File: src/dsw_pkg.sv
package dsw_pkg;
  // register map (printed offset 0xf4a is not a multiple of four: index)
  localparam logic [11:0] WAKE_LOW_IDX  = 12'h0f4a;
  localparam logic [13:0] WAKE_LOW_ADDR = {WAKE_LOW_IDX, 2'b00};
  localparam logic [13:0] IRQ_STAT_ADDR = 14'h3d40;
  localparam logic [13:0] IRQ_MASK_ADDR = 14'h3d44;
  localparam logic [13:0] CTRL_ADDR     = 14'h3d48;
  // field positions
  localparam int FLT_BIT  = 7;
  localparam int ULP_BIT  = 5;
  localparam int WDT_BIT  = 4;
  localparam int RTC_BIT  = 3;
  localparam int MASTER_CLEAR_PIN_BIT = 2;
  localparam int POR_BIT  = 0;
  localparam int CTRL_SLEEP_BIT = 0;
  // implemented bits and reset value
  localparam logic [7:0] WAKE_IMPL_MASK = 8'hbd;
  localparam logic [7:0] WAKE_RESET     = 8'h01;
  localparam logic [7:0] ZERO8          = 8'h00;

  typedef struct packed {
    logic       sleep_fault;
    logic       ulp_wake;
    logic       watchdog_timeout;
    logic       clock_alarm;
    logic       master_clear_pin;
    logic       power_on;
  } dsw_evt_s;

  typedef struct packed {
    logic [7:0]  wake_q;
    logic [7:0]  stat_q;
    logic [7:0]  mask_q;
    logic        sleep_q;
    logic        ph_sel_q;
    logic        ph_wr_q;
    logic [13:0] ph_addr_q;
    logic [31:0] rdata_q;
  } dsw_state_s;
endpackage

File: src/dsw_wake_status.sv
// Operation
// 8-bit RW register, reset sets only bit0
// bit7 sets on deep sleep fault
// bit5 sets on ulp wake event
// bit3 sets on clock alarm
// bit2 sets on master clear pin
// bits 6 and 1 read zero
// power-on flag sets anytime, others sleep-only
// bit4 sets on sleep watchdog expiry
//
// Design decision made here: the AHB-Lite register port.
`timescale 1ns/10ps
module dsw_wake_status (
  // clock and reset
  input  wire logic            hclk,
  input  wire logic            hresetn,
  // ahb-lite slave
  input  wire logic            hsel,
  input  wire logic [31:0]     haddr,
  input  wire logic [1:0]      htrans,
  input  wire logic            hwrite,
  input  wire logic [2:0]      hsize,
  input  wire logic [31:0]     hwdata,
  input  wire logic            hready,
  output logic                 hreadyout,
  output logic                 hresp,
  output logic [31:0]          hrdata,
  // wake events, one-cycle or level, synchronous
  input  wire dsw_pkg::dsw_evt_s evt,
  // status
  output logic                 in_deep_sleep,
  output logic                 irq
);

  dsw_pkg::dsw_state_s s_q;
  dsw_pkg::dsw_state_s s_d;

  logic       addr_ok;
  logic       wr_wake;
  logic       wr_stat;
  logic [7:0] hw_set;
  logic [7:0] wdat;

  function automatic logic [31:0] rd_mux(input logic [13:0] a,
                                         input dsw_pkg::dsw_state_s s);
    rd_mux = 32'h0000_0000;
    case (a)
      dsw_pkg::WAKE_LOW_ADDR: rd_mux = {24'h00_0000, s.wake_q};
      dsw_pkg::IRQ_STAT_ADDR: rd_mux = {24'h00_0000, s.stat_q};
      dsw_pkg::IRQ_MASK_ADDR: rd_mux = {24'h00_0000, s.mask_q};
      dsw_pkg::CTRL_ADDR:     rd_mux = {31'h0000_0000, s.sleep_q};
      default:                rd_mux = 32'h0000_0000;
    endcase
  endfunction

  assign addr_ok = hsel && hready && htrans[1];
  assign wdat    = hwdata[7:0];
  assign wr_wake = s_q.ph_sel_q && s_q.ph_wr_q &&
                   (s_q.ph_addr_q == dsw_pkg::WAKE_LOW_ADDR);
  assign wr_stat = s_q.ph_sel_q && s_q.ph_wr_q &&
                   (s_q.ph_addr_q == dsw_pkg::IRQ_STAT_ADDR);

  always_comb begin
    hw_set = dsw_pkg::ZERO8;
    // power-on anytime
    hw_set[dsw_pkg::POR_BIT]  = evt.power_on;
    // fault in sleep
    hw_set[dsw_pkg::FLT_BIT]  = evt.sleep_fault && s_q.sleep_q;
    // ulp wake
    hw_set[dsw_pkg::ULP_BIT]  = evt.ulp_wake && s_q.sleep_q;
    // watchdog expiry
    hw_set[dsw_pkg::WDT_BIT]  = evt.watchdog_timeout && s_q.sleep_q;
    // clock alarm
    hw_set[dsw_pkg::RTC_BIT]  = evt.clock_alarm && s_q.sleep_q;
    // master clear pin
    hw_set[dsw_pkg::MASTER_CLEAR_PIN_BIT] = evt.master_clear_pin && s_q.sleep_q;
  end

  always_comb begin
    s_d = s_q;
    s_d.ph_sel_q = addr_ok;
    if (addr_ok) begin
      s_d.ph_wr_q   = hwrite;
      s_d.ph_addr_q = {haddr[13:2], 2'b00};
    end
    if (addr_ok && !hwrite) begin
      s_d.rdata_q = rd_mux({haddr[13:2], 2'b00}, s_q);
    end
    // software write, then hardware set wins
    if (wr_wake) begin
      s_d.wake_q = wdat;
    end
    // unimplemented bits forced to zero
    s_d.wake_q = (s_d.wake_q | hw_set) & dsw_pkg::WAKE_IMPL_MASK;
    // interrupt status: write one clears, set wins
    if (wr_stat) begin
      s_d.stat_q = s_q.stat_q & ~wdat;
    end
    s_d.stat_q = (s_d.stat_q | hw_set) & dsw_pkg::WAKE_IMPL_MASK;
    if (s_q.ph_sel_q && s_q.ph_wr_q) begin
      case (s_q.ph_addr_q)
        dsw_pkg::IRQ_MASK_ADDR:
          s_d.mask_q = wdat & dsw_pkg::WAKE_IMPL_MASK;
        dsw_pkg::CTRL_ADDR:
          s_d.sleep_q = hwdata[dsw_pkg::CTRL_SLEEP_BIT];
        default: ;
      endcase
    end
  end

  always_ff @(posedge hclk or negedge hresetn) begin
    if (!hresetn) begin
      // reset value, power-on flag up
      s_q.wake_q    <= dsw_pkg::WAKE_RESET;
      s_q.stat_q    <= dsw_pkg::ZERO8;
      s_q.mask_q    <= dsw_pkg::ZERO8;
      s_q.sleep_q   <= 1'b0;
      s_q.ph_sel_q  <= 1'b0;
      s_q.ph_wr_q   <= 1'b0;
      s_q.ph_addr_q <= 14'h0000;
      s_q.rdata_q   <= 32'h0000_0000;
    end else begin
      s_q <= s_d;
    end
  end

  assign hreadyout     = 1'b1;
  assign hresp         = 1'b0;
  assign hrdata        = s_q.rdata_q;
  assign in_deep_sleep = s_q.sleep_q;
  assign irq           = |(s_q.stat_q & s_q.mask_q);

  // unused bits never set
  a_unimpl_zero: assert property (@(posedge hclk) disable iff (!hresetn)
    s_q.wake_q[6] == 1'b0 && s_q.wake_q[1] == 1'b0)
    else $error("unimplemented wake bit set");

  // por sets at next edge
  a_por_sets: assert property (@(posedge hclk) disable iff (!hresetn)
    evt.power_on |=> s_q.wake_q[dsw_pkg::POR_BIT])
    else $error("power-on flag not set");

  // fault flag stays off when awake
  a_awake_noset: assert property (@(posedge hclk) disable iff (!hresetn)
    (!s_q.sleep_q && !wr_wake && s_q.wake_q[7] == 1'b0) |=>
      s_q.wake_q[7] == 1'b0)
    else $error("fault flag set while awake");

  // fault
  a_fault_sets: assert property (@(posedge hclk) disable iff (!hresetn)
    (evt.sleep_fault && s_q.sleep_q) |=> s_q.wake_q[dsw_pkg::FLT_BIT])
    else $error("fault flag not set");

  // ulp
  a_ulp_sets: assert property (@(posedge hclk) disable iff (!hresetn)
    (evt.ulp_wake && s_q.sleep_q) |=> s_q.wake_q[dsw_pkg::ULP_BIT])
    else $error("ulp flag not set");

  // watchdog
  a_wdt_sets: assert property (@(posedge hclk) disable iff (!hresetn)
    (evt.watchdog_timeout && s_q.sleep_q) |=>
      s_q.wake_q[dsw_pkg::WDT_BIT])
    else $error("watchdog flag not set");

  // alarm
  a_rtc_sets: assert property (@(posedge hclk) disable iff (!hresetn)
    (evt.clock_alarm && s_q.sleep_q) |=> s_q.wake_q[dsw_pkg::RTC_BIT])
    else $error("alarm flag not set");

  // master clear
  a_master_clear_pin_sets: assert property (@(posedge hclk) disable iff (!hresetn)
    (evt.master_clear_pin && s_q.sleep_q) |=>
      s_q.wake_q[dsw_pkg::MASTER_CLEAR_PIN_BIT])
    else $error("master clear flag not set");

  // flags hold with no write and no event
  a_wake_hold: assert property (@(posedge hclk) disable iff (!hresetn)
    (!wr_wake && hw_set == dsw_pkg::ZERO8) |=>
      s_q.wake_q == $past(s_q.wake_q))
    else $error("wake register changed by itself");

  // ulp stays off when awake
  a_ulp_awake: assert property (@(posedge hclk) disable iff (!hresetn)
    (!s_q.sleep_q && !wr_wake && !s_q.wake_q[dsw_pkg::ULP_BIT]) |=>
      !s_q.wake_q[dsw_pkg::ULP_BIT])
    else $error("ulp flag set while awake");

  // watchdog stays off when awake
  a_wdt_awake: assert property (@(posedge hclk) disable iff (!hresetn)
    (!s_q.sleep_q && !wr_wake && !s_q.wake_q[dsw_pkg::WDT_BIT]) |=>
      !s_q.wake_q[dsw_pkg::WDT_BIT])
    else $error("watchdog flag set while awake");

  // alarm stays off when awake
  a_rtc_awake: assert property (@(posedge hclk) disable iff (!hresetn)
    (!s_q.sleep_q && !wr_wake && !s_q.wake_q[dsw_pkg::RTC_BIT]) |=>
      !s_q.wake_q[dsw_pkg::RTC_BIT])
    else $error("alarm flag set while awake");

  // master clear stays off when awake
  a_master_clear_pin_awake: assert property (@(posedge hclk) disable iff (!hresetn)
    (!s_q.sleep_q && !wr_wake && !s_q.wake_q[dsw_pkg::MASTER_CLEAR_PIN_BIT]) |=>
      !s_q.wake_q[dsw_pkg::MASTER_CLEAR_PIN_BIT])
    else $error("master clear flag set while awake");

  // slave never stalls
  a_ready_high: assert property (@(posedge hclk) disable iff (!hresetn)
    hreadyout == 1'b1)
    else $error("slave inserted a wait state");

  // response always okay
  a_resp_okay: assert property (@(posedge hclk) disable iff (!hresetn)
    hresp == 1'b0)
    else $error("slave gave an error response");

  // plain write lands in implemented bits
  a_wake_write: assert property (@(posedge hclk) disable iff (!hresetn)
    (wr_wake && hw_set == dsw_pkg::ZERO8) |=>
      s_q.wake_q == ($past(wdat) & dsw_pkg::WAKE_IMPL_MASK))
    else $error("wake write not stored");

  // status write one clears
  a_stat_clear: assert property (@(posedge hclk) disable iff (!hresetn)
    (wr_stat && hw_set == dsw_pkg::ZERO8) |=>
      s_q.stat_q == ($past(s_q.stat_q) & ~$past(wdat)))
    else $error("status write one clear failed");

  // status unimplemented bits stay zero
  a_stat_unimpl: assert property (@(posedge hclk) disable iff (!hresetn)
    (s_q.stat_q & ~dsw_pkg::WAKE_IMPL_MASK) == dsw_pkg::ZERO8)
    else $error("unimplemented status bit set");

  // read data of wake register
  a_rd_unimpl: assert property (@(posedge hclk) disable iff (!hresetn)
    (s_q.ph_sel_q && !s_q.ph_wr_q &&
     s_q.ph_addr_q == dsw_pkg::WAKE_LOW_ADDR) |->
      (hrdata[6] == 1'b0 && hrdata[1] == 1'b0))
    else $error("unimplemented wake bit read as one");

  // upper read bits zero
  a_rd_upper: assert property (@(posedge hclk) disable iff (!hresetn)
    (s_q.ph_sel_q && !s_q.ph_wr_q &&
     s_q.ph_addr_q == dsw_pkg::WAKE_LOW_ADDR) |->
      hrdata[31:8] == 24'h00_0000)
    else $error("upper wake read bits not zero");

  // power-on flag sticky
  a_por_sticky: assert property (@(posedge hclk) disable iff (!hresetn)
    (s_q.wake_q[dsw_pkg::POR_BIT] && !wr_wake) |=>
      s_q.wake_q[dsw_pkg::POR_BIT])
    else $error("power-on flag dropped");

  // fault flag sticky
  a_flt_sticky: assert property (@(posedge hclk) disable iff (!hresetn)
    (s_q.wake_q[dsw_pkg::FLT_BIT] && !wr_wake) |=>
      s_q.wake_q[dsw_pkg::FLT_BIT])
    else $error("fault flag dropped");

  // ulp flag sticky
  a_ulp_sticky: assert property (@(posedge hclk) disable iff (!hresetn)
    (s_q.wake_q[dsw_pkg::ULP_BIT] && !wr_wake) |=>
      s_q.wake_q[dsw_pkg::ULP_BIT])
    else $error("ulp flag dropped");

  // watchdog flag sticky
  a_wdt_sticky: assert property (@(posedge hclk) disable iff (!hresetn)
    (s_q.wake_q[dsw_pkg::WDT_BIT] && !wr_wake) |=>
      s_q.wake_q[dsw_pkg::WDT_BIT])
    else $error("watchdog flag dropped");

  // alarm flag sticky
  a_rtc_sticky: assert property (@(posedge hclk) disable iff (!hresetn)
    (s_q.wake_q[dsw_pkg::RTC_BIT] && !wr_wake) |=>
      s_q.wake_q[dsw_pkg::RTC_BIT])
    else $error("alarm flag dropped");

  // master clear flag sticky
  a_master_clear_pin_sticky: assert property (@(posedge hclk) disable iff (!hresetn)
    (s_q.wake_q[dsw_pkg::MASTER_CLEAR_PIN_BIT] && !wr_wake) |=>
      s_q.wake_q[dsw_pkg::MASTER_CLEAR_PIN_BIT])
    else $error("master clear flag dropped");

  // mask keeps implemented bits only
  a_mask_unimpl: assert property (@(posedge hclk) disable iff (!hresetn)
    (s_q.mask_q & ~dsw_pkg::WAKE_IMPL_MASK) == dsw_pkg::ZERO8)
    else $error("unimplemented mask bit set");

  // status follows power-on event
  a_stat_por: assert property (@(posedge hclk) disable iff (!hresetn)
    evt.power_on |=> s_q.stat_q[dsw_pkg::POR_BIT])
    else $error("power-on status not set");

  // read data stays put without a new read
  a_rdata_hold: assert property (@(posedge hclk) disable iff (!hresetn)
    !(addr_ok && !hwrite) |=> hrdata == $past(hrdata))
    else $error("read data changed without a read");

endmodule

File: config.mk
export PLATFORM = sky130hd
export DESIGN_NAME = dsw_wake_status
export DESIGN_NICKNAME = d
export VERILOG_FILES = /design/src/dsw_pkg.sv /design/src/dsw_wake_status.sv
export SDC_FILE = /design/constraint.sdc
export NUM_CORES = 1
export LEC_CHECK = 0
export ABC_AREA = 1
export BUFFER_PORTS_ARGS = -buffer_cell sky130_fd_sc_hd__buf_4
export CELL_PAD_IN_SITES_DETAIL_PLACEMENT = 0
export CELL_PAD_IN_SITES_GLOBAL_PLACEMENT = 1
export CORE_MARGIN = 10
export CORE_UTILIZATION = 33
export CTS_CLUSTER_DIAMETER = 120
export CTS_CLUSTER_SIZE = 10
export DETAILED_ROUTE_END_ITERATION = 8
export PLACE_DENSITY_LB_ADDON = 0.12
export SLEW_MARGIN = 0
export SYNTH_ARGS = -nofsm -noshare
export SYNTH_HDL_FRONTEND = slang
export SYNTH_SLANG_ARGS = --single-unit
export TNS_END_PERCENT = 50
File: constraint.sdc
create_clock -name hclk -period 2.7 [get_ports hclk]
set_input_delay 0.54 -clock hclk [delete_from_list [all_inputs] [get_ports hclk]]
set_output_delay 0.54 -clock hclk [all_outputs]
set_load 0.05 [all_outputs]
# Yosys cells after proc, flatten, opt, wreduce, memory -nomap -nowiden
# Cells that the tools add are included.
# word_totals
latch_bits	0
reg_bits	65
inputBits	80
ram_bits	0
mem_bits_ro	0
out_inout_bits	36
wordCells	39
mem_count	0
# classes
div_mod_pow	0
eq_ne	8
n_shift	0
n_mul	0
magnitude_cmp	0
n_mux	3
reduce_logical	15
n_bitwise	5
addsub	0
# ops
op	count
== test 12 bit, second input constant	8
case mux 8 bit (4 select lines)	1
bitwise AND 8 bit	2
two-way mux 8 bit	2
bitwise OR 8 bit	2
logical AND 1 bit	11
inverter 8 bit	1
OR reduction 8 bit	1
AND reduction 2 bit	2
zero test 1 bit	1

# Logic depth before layout (Yosys ltp)
# Gate-level depths: netlist of the first run.
# depth
word_depth	4
depth_mapped	8
depth_no_buf	8

# Worst setup path before layout of the first run
# OpenSTA, ideal clock, no wires.
# synth_path
path_type	register to output
startpoint	register s_q[59] (netlist name)
endpoint	output irq
slack_ps	1068
stages_incl_launch_ff	5
path_buffers	0
t_required_ps	2160
arrival_time_ps	1092
cell_sequence	dfrtp_1 -> nand2_1 -> nand2_1 -> a221oi_1 -> nand3_1
# synth_via
elab_chain_cells	2
# synth_rtl
item	line_no	text
start: declaration	dsw_wake_status.sv:35	dsw_pkg::dsw_state_s s_q;
bitwise AND 8 bit	dsw_wake_status.sv:131	assign irq = |(s_q.stat_q & s_q.mask_q);
OR reduction 8 bit	dsw_wake_status.sv:131	
end: declaration	dsw_wake_status.sv:32	output logic irq
# No other way between the ends.

# Worst setup path in the final report of the first run
# layout_path
startpoint	register s_q[64] (netlist name)
endpoint	output irq
# Same word-level chain as after synthesis.

==> results of run 1 <==
how the worst max path moves through the flow:
stage | start | to | depth (start not counted)
3_5_place_dp | htrans[1] | s_q[46] | 5
2_1_floorplan | s_q[59] | irq | 4
5_1_grt | s_q[59] | irq | 5
6_report | s_q[64] | irq | 5
3_3_place_gp | htrans[1] | hrdata[7] | 6
4_1_cts | s_q[64] | irq | 5
cell type report:
cell class	instances	area, um^2
fill	681	3900
sequential	39	977
multi-input combinational	194	908
timing repair buffer	38	285
inverter	28	105
tap	77	96.3
clock buffer	6	82.6
clock inverter	2	35.0
logic make-up after synthesis:
group,after synthesis
and+or+nand+nor,136
buffers and inverters,67
AOI/OAI and AO/OA,30
other,2
DFF,39
cell usage after synthesis:
master and n:
nand2_1 78, dfrtp_1 38, buf_4 34, inv_1 28
nor2_1 19, nand4_1 15, o21ai_0 15, nand3_1 14
a21oi_1 6, o211ai_2 6, nor2_2 4, buf_6 3
nor3_1 3, clkbuf_1 2, conb_1 2, a221oi_1 1
dfstp_2 1, nand3_2 1, nand4_2 1, nor2_4 1
o21a_1 1, o21ai_1 1
where the power goes:
group,total [mW],switching [mW],internal [mW]
sequential,0.646,0.0261,0.620
combinational,0.221,0.164,0.0577
clock,0.506,0.207,0.299
through the flow:
stage	utilization, %	cells
finish	39.0	384
global route	39.0	384
CTS	39.0	384
detailed placement	37.1	376
global placement	37.1	376
floorplan	-	300
layer usage:
layer / wire, um / vias to the layer above / GRT usage, %
met4: 80 / 0 / 3.86
li1: - / 886 / -
met1: 2480 / 762 / 13.7
met5: 0 / - / 0
met2: 2250 / 55 / 15.1
met3: 389 / 6 / 3.20
registers in the layout (all words and copies together), names as in the netlist:
register	flops
in_deep_sleep	1
hrdata	6
s_q	32
==> impl_metrics.tcl, run 1 <==
set metrics [dict create \
    synth_top_family_by_area "simple AND/OR/NAND/NOR gates" \
    synth-simple-area-share_pct 27.5 \
    rsz0062_at_grt "false" \
    layout_commonest_cell "nand2_1" \
    die-area_um2 10300 \
    cts-buffers-inserted 5 \
    core_area_um2 6390 \
    clock_latency_ps 290 \
    worstSetupStartpointType "flop" \
    postCtsHoldBufs 0 \
    tritoncts "built" \
    total_leakage_power_nw 1.31 \
    worst_pin_slew_ps 504 \
    vias 1709 \
    worst_slack_ps 788 \
    grt_pass1_vias 1737 \
    finalHoldViolations 0 \
    synth_cells 274 \
    regToRegSetupSlack_ps 1120 \
    critPathMaxFanout 3 \
    grt_overflow 0 \
    max_freq_ghz 0.523 \
    path_delay_family "flip-flops" \
    clk_pin_slew_ps 80 \
    worst-path-buf-inv 1 \
    ios 116 \
    fp.dieH_um 101 \
    drv_cap 0 \
    synth.area.mux_share_pct 0 \
    peakVddDrop_v 0.000195 \
    drive_above_1_share_pct 19.5 \
    dp_hpwl_mm 4.21 \
    antenna_found_initial 0 \
    final.setup.tns_ps 0 \
    die_x_um 101 \
    layout_common_cells "78 x nand2_1, 38 x dfrtp_1, 38 x buf_4, 28 x inv_1, 28 x conb_1" \
    setup_viol_count_final 0 \
    ys_warn_count 0 \
    path_cells "nand2_1, nand2_1, a221oi_1, nand3_1, buf_4" \
    p_per_area_nw_per_um2 552 \
    wl_mm 5.20 \
    synth_top_area_share_pct 43.4 \
    ys_seq_elements 39 \
    post-route-period-util_pct 70.8 \
    hold_class "input pin to asynchronous set/reset pin" \
    diodes 0 \
    grt_max_degree 40 \
    synthTopCellsByArea "dfrtp_1 43%, nand2_1 13%, buf_4 12%" \
    r2r_cells 6 \
    required_ps 2160 \
    floorplan.initialDensity_pct 34.3 \
    total_power_mw 1.37 \
    rr_endpoint "s_q[67]" \
    gp_congestion 0.732 \
    crit_type "flop to output pin" \
    grtUsageTotal_pct 10.3 \
    avgSynthCellArea_um2 7.99 \
    root_buffer "clkbuf_8" \
    status "finished clean" \
    avgViaCountPerCell 4.45 \
    first_pass_iters 4 \
    maxSlewHeadroom_pct 66.3 \
    rows 29 \
    cp_slowest_stage_delay_ps 420 \
    clock-sinks 39 \
    drtAntennaViolNets 0 \
    hold_ws_ps 214 \
    htree_levels 2 \
    post_cts_buffers 0 \
    synth_fa_ha_area_share_pct 0 \
    syn_area_um2 2190 \
    slowest_stage "dfrtp_1" \
    dpl-instance-area_um2 2370 \
    cts_resized 0 \
    design_area_um2 2490 \
    final_nets 386 \
    route.detailed.drc 0 \
    synth-compound-area-share_pct 9.20 \
    clock_path_buffers 2 \
    synth_top_cell_by_area "dfrtp_1" \
    io_buffer_count 37 \
    drv_slew 0 \
    min_period_ps 1910 \
    clock_skew_ps 5.77 \
    regToRegStartpoint "s_q[34]" \
    cp.arrival_ps 1370 \
    syn_to_final_growth_pct 13.7 \
    synth_sequential_area_ratio_pct 44.6 \
    grt_pass1_wl_mm 8.42 \
    dp_slack_ps 964 \
    wire_per_inst_um 13.5 \
    crit_top_cell "nand2_1" \
    synthXorXnorAreaFrac_pct 0 \
    synth_cell_types 22 \
    endpoint_kind "output pin" \
    drtIter0Drc 79 \
]
No activity file was read; power rests on OpenSTA's default activity.
==> run 2, diff against run 1 <==
- CORE_UTILIZATION: 33 -> 31
- clock period: 2.7 -> 1.8 ns (I/O delays scaled with it)
==> impl_metrics.tcl, run 2 (same netlist as run 1, synthesis figures left out) <==
set metrics [dict create \
    final_cells 408 \
    io_buffer_count 37 \
    final.setup.tns_ps 0 \
    clock_path_buffers 2 \
    p_per_area_nw_per_um2 798 \
    crit_type "flop to output pin" \
    layout_common_cells "78 x nand2_1, 42 x buf_4, 38 x dfrtp_1, 28 x inv_1, 28 x conb_1" \
    wl_mm 5.39 \
    wire_per_inst_um 13.2 \
    grt_max_degree 40 \
    max_freq_ghz 0.588 \
    grt_overflow 0 \
    syn_to_final_growth_pct 16.7 \
    status "finished clean" \
    dp_hpwl_mm 4.28 \
    clock_latency_ps 290 \
    drtAntennaViolNets 0 \
    root_buffer "clkbuf_8" \
    tritoncts "built" \
    largest_register "s_q" \
    antenna_found_initial 0 \
    dp.cells 398 \
    die_x_um 104 \
    route.detailed.drc 0 \
    largest_reg_flops 32 \
    dp_slack_ps 333 \
    drv_slew 0 \
    hold_class "input pin to asynchronous set/reset pin" \
    die-area_um2 10800 \
    critPathMaxFanout 3 \
    setup_viol_count_final 0 \
    required_ps 1440 \
    cp.arrival_ps 1340 \
    cts-buffers-inserted 5 \
    core_area_um2 6830 \
    layout_commonest_cell "nand2_1" \
    total_leakage_power_nw 1.33 \
    met2WireLength_mm 2.36 \
    grt_pass1_vias 1844 \
    first_pass_iters 4 \
    hold_ws_ps 22.4 \
    floorplan.initialDensity_pct 32.1 \
    avgViaCountPerCell 4.23 \
    final_nets 391 \
    clock-sinks 39 \
    grtUsageTotal_pct 10.0 \
    post-route-period-util_pct 94.5 \
    finalHoldViolations 0 \
    total_power_mw 2.04 \
    endpoint_kind "output pin" \
    vias 1724 \
    drive_above_1_share_pct 21.2 \
    postCtsHoldBufs 0 \
    grt_pass1_wl_mm 9.04 \
    wl_met3_um 283 \
    rows 30 \
    clock_skew_ps 7.34 \
    worst_slack_ps 98.5 \
    drtIter0Drc 66 \
    gp_congestion 0.774 \
    drv_cap 0 \
    min_period_ps 1700 \
    ios 116 \
    dr.max_layer_used "met4" \
    met1_length_mm 2.67 \
    worstSetupStartpointType "flop" \
    fp.dieH_um 104 \
    peakVddDrop_v 0.000281 \
    clk_pin_slew_ps 80 \
    diodes 0 \
    htree_levels 2 \
]
-- run 2: changes by cell type in the layout (fill, tap and decap cells not counted), sizes merged --
cell	before	now
buf	38	43
clkbuf	6	5
clkinv	1	2
-- run 2: area by class of cell --
class / instances / area, um^2
Fill cell: 767 / 4280
Sequential cell: 39 / 977
Multi-Input combinational cell: 194 / 915
Timing Repair Buffer: 43 / 327
Tap cell: 96 / 120
Inverter: 28 / 105
Clock buffer: 5 / 68.8
Clock inverter: 3 / 43.8
-- run 2: path summary, 6_finish.rpt --
path,start,to,slack (ps),depth (start not counted)
worst max-delay path,s_q[64],irq,100,5
worst min-delay path,hresetn,s_q[64],20,1
worst max register to register,s_q[41],s_q[56],340,6
worst min register to register,s_q[44],s_q[44],480,2
max in group asynchronous,hresetn,s_q[60],1420,1
min in group hclk,haddr[12],s_q[44],260,3
-- run 2: through the flow --
| step | utilization (%) | cell area (um^2) |
|---|---|---|
| after floorplan | - | 2290 |
| after global placement | 35.4 | 2420 |
| after detailed placement | 35.4 | 2420 |
| after CTS | 37.1 | 2530 |
| after global routing | 37.4 | 2560 |
| final | 37.4 | 2560 |
-- run 2: per-layer routing --
layer  GRT usage [%]  vias to the layer above
met3            2.97                        6
met1            13.3                      767
met4            3.28                        0
met2            15.0                       61
met5               0                        -
li1                -                      890
-- run 2: power breakdown --
group          total (mW)  switching (mW)  internal [mW]
Combinational       0.334           0.247         0.0876
Clock               0.736           0.323          0.413
Sequential          0.971          0.0410          0.930
-- run 2: repair_timing --
| action | in CTS | in global routing |
|---|---|---|
| gates resized for setup | 0 | 2 |
| endpoints found under the setup margin | 0 | 1 |
| buffers inserted | 0 | 2 |
-- run 2: critical path: stages, from the launching register on --
cell and delay (ps):
dfrtp_1 410, nand2_1 80, nand2_1 60, a221oi_2 180, nand3_1 140, buf_6 180
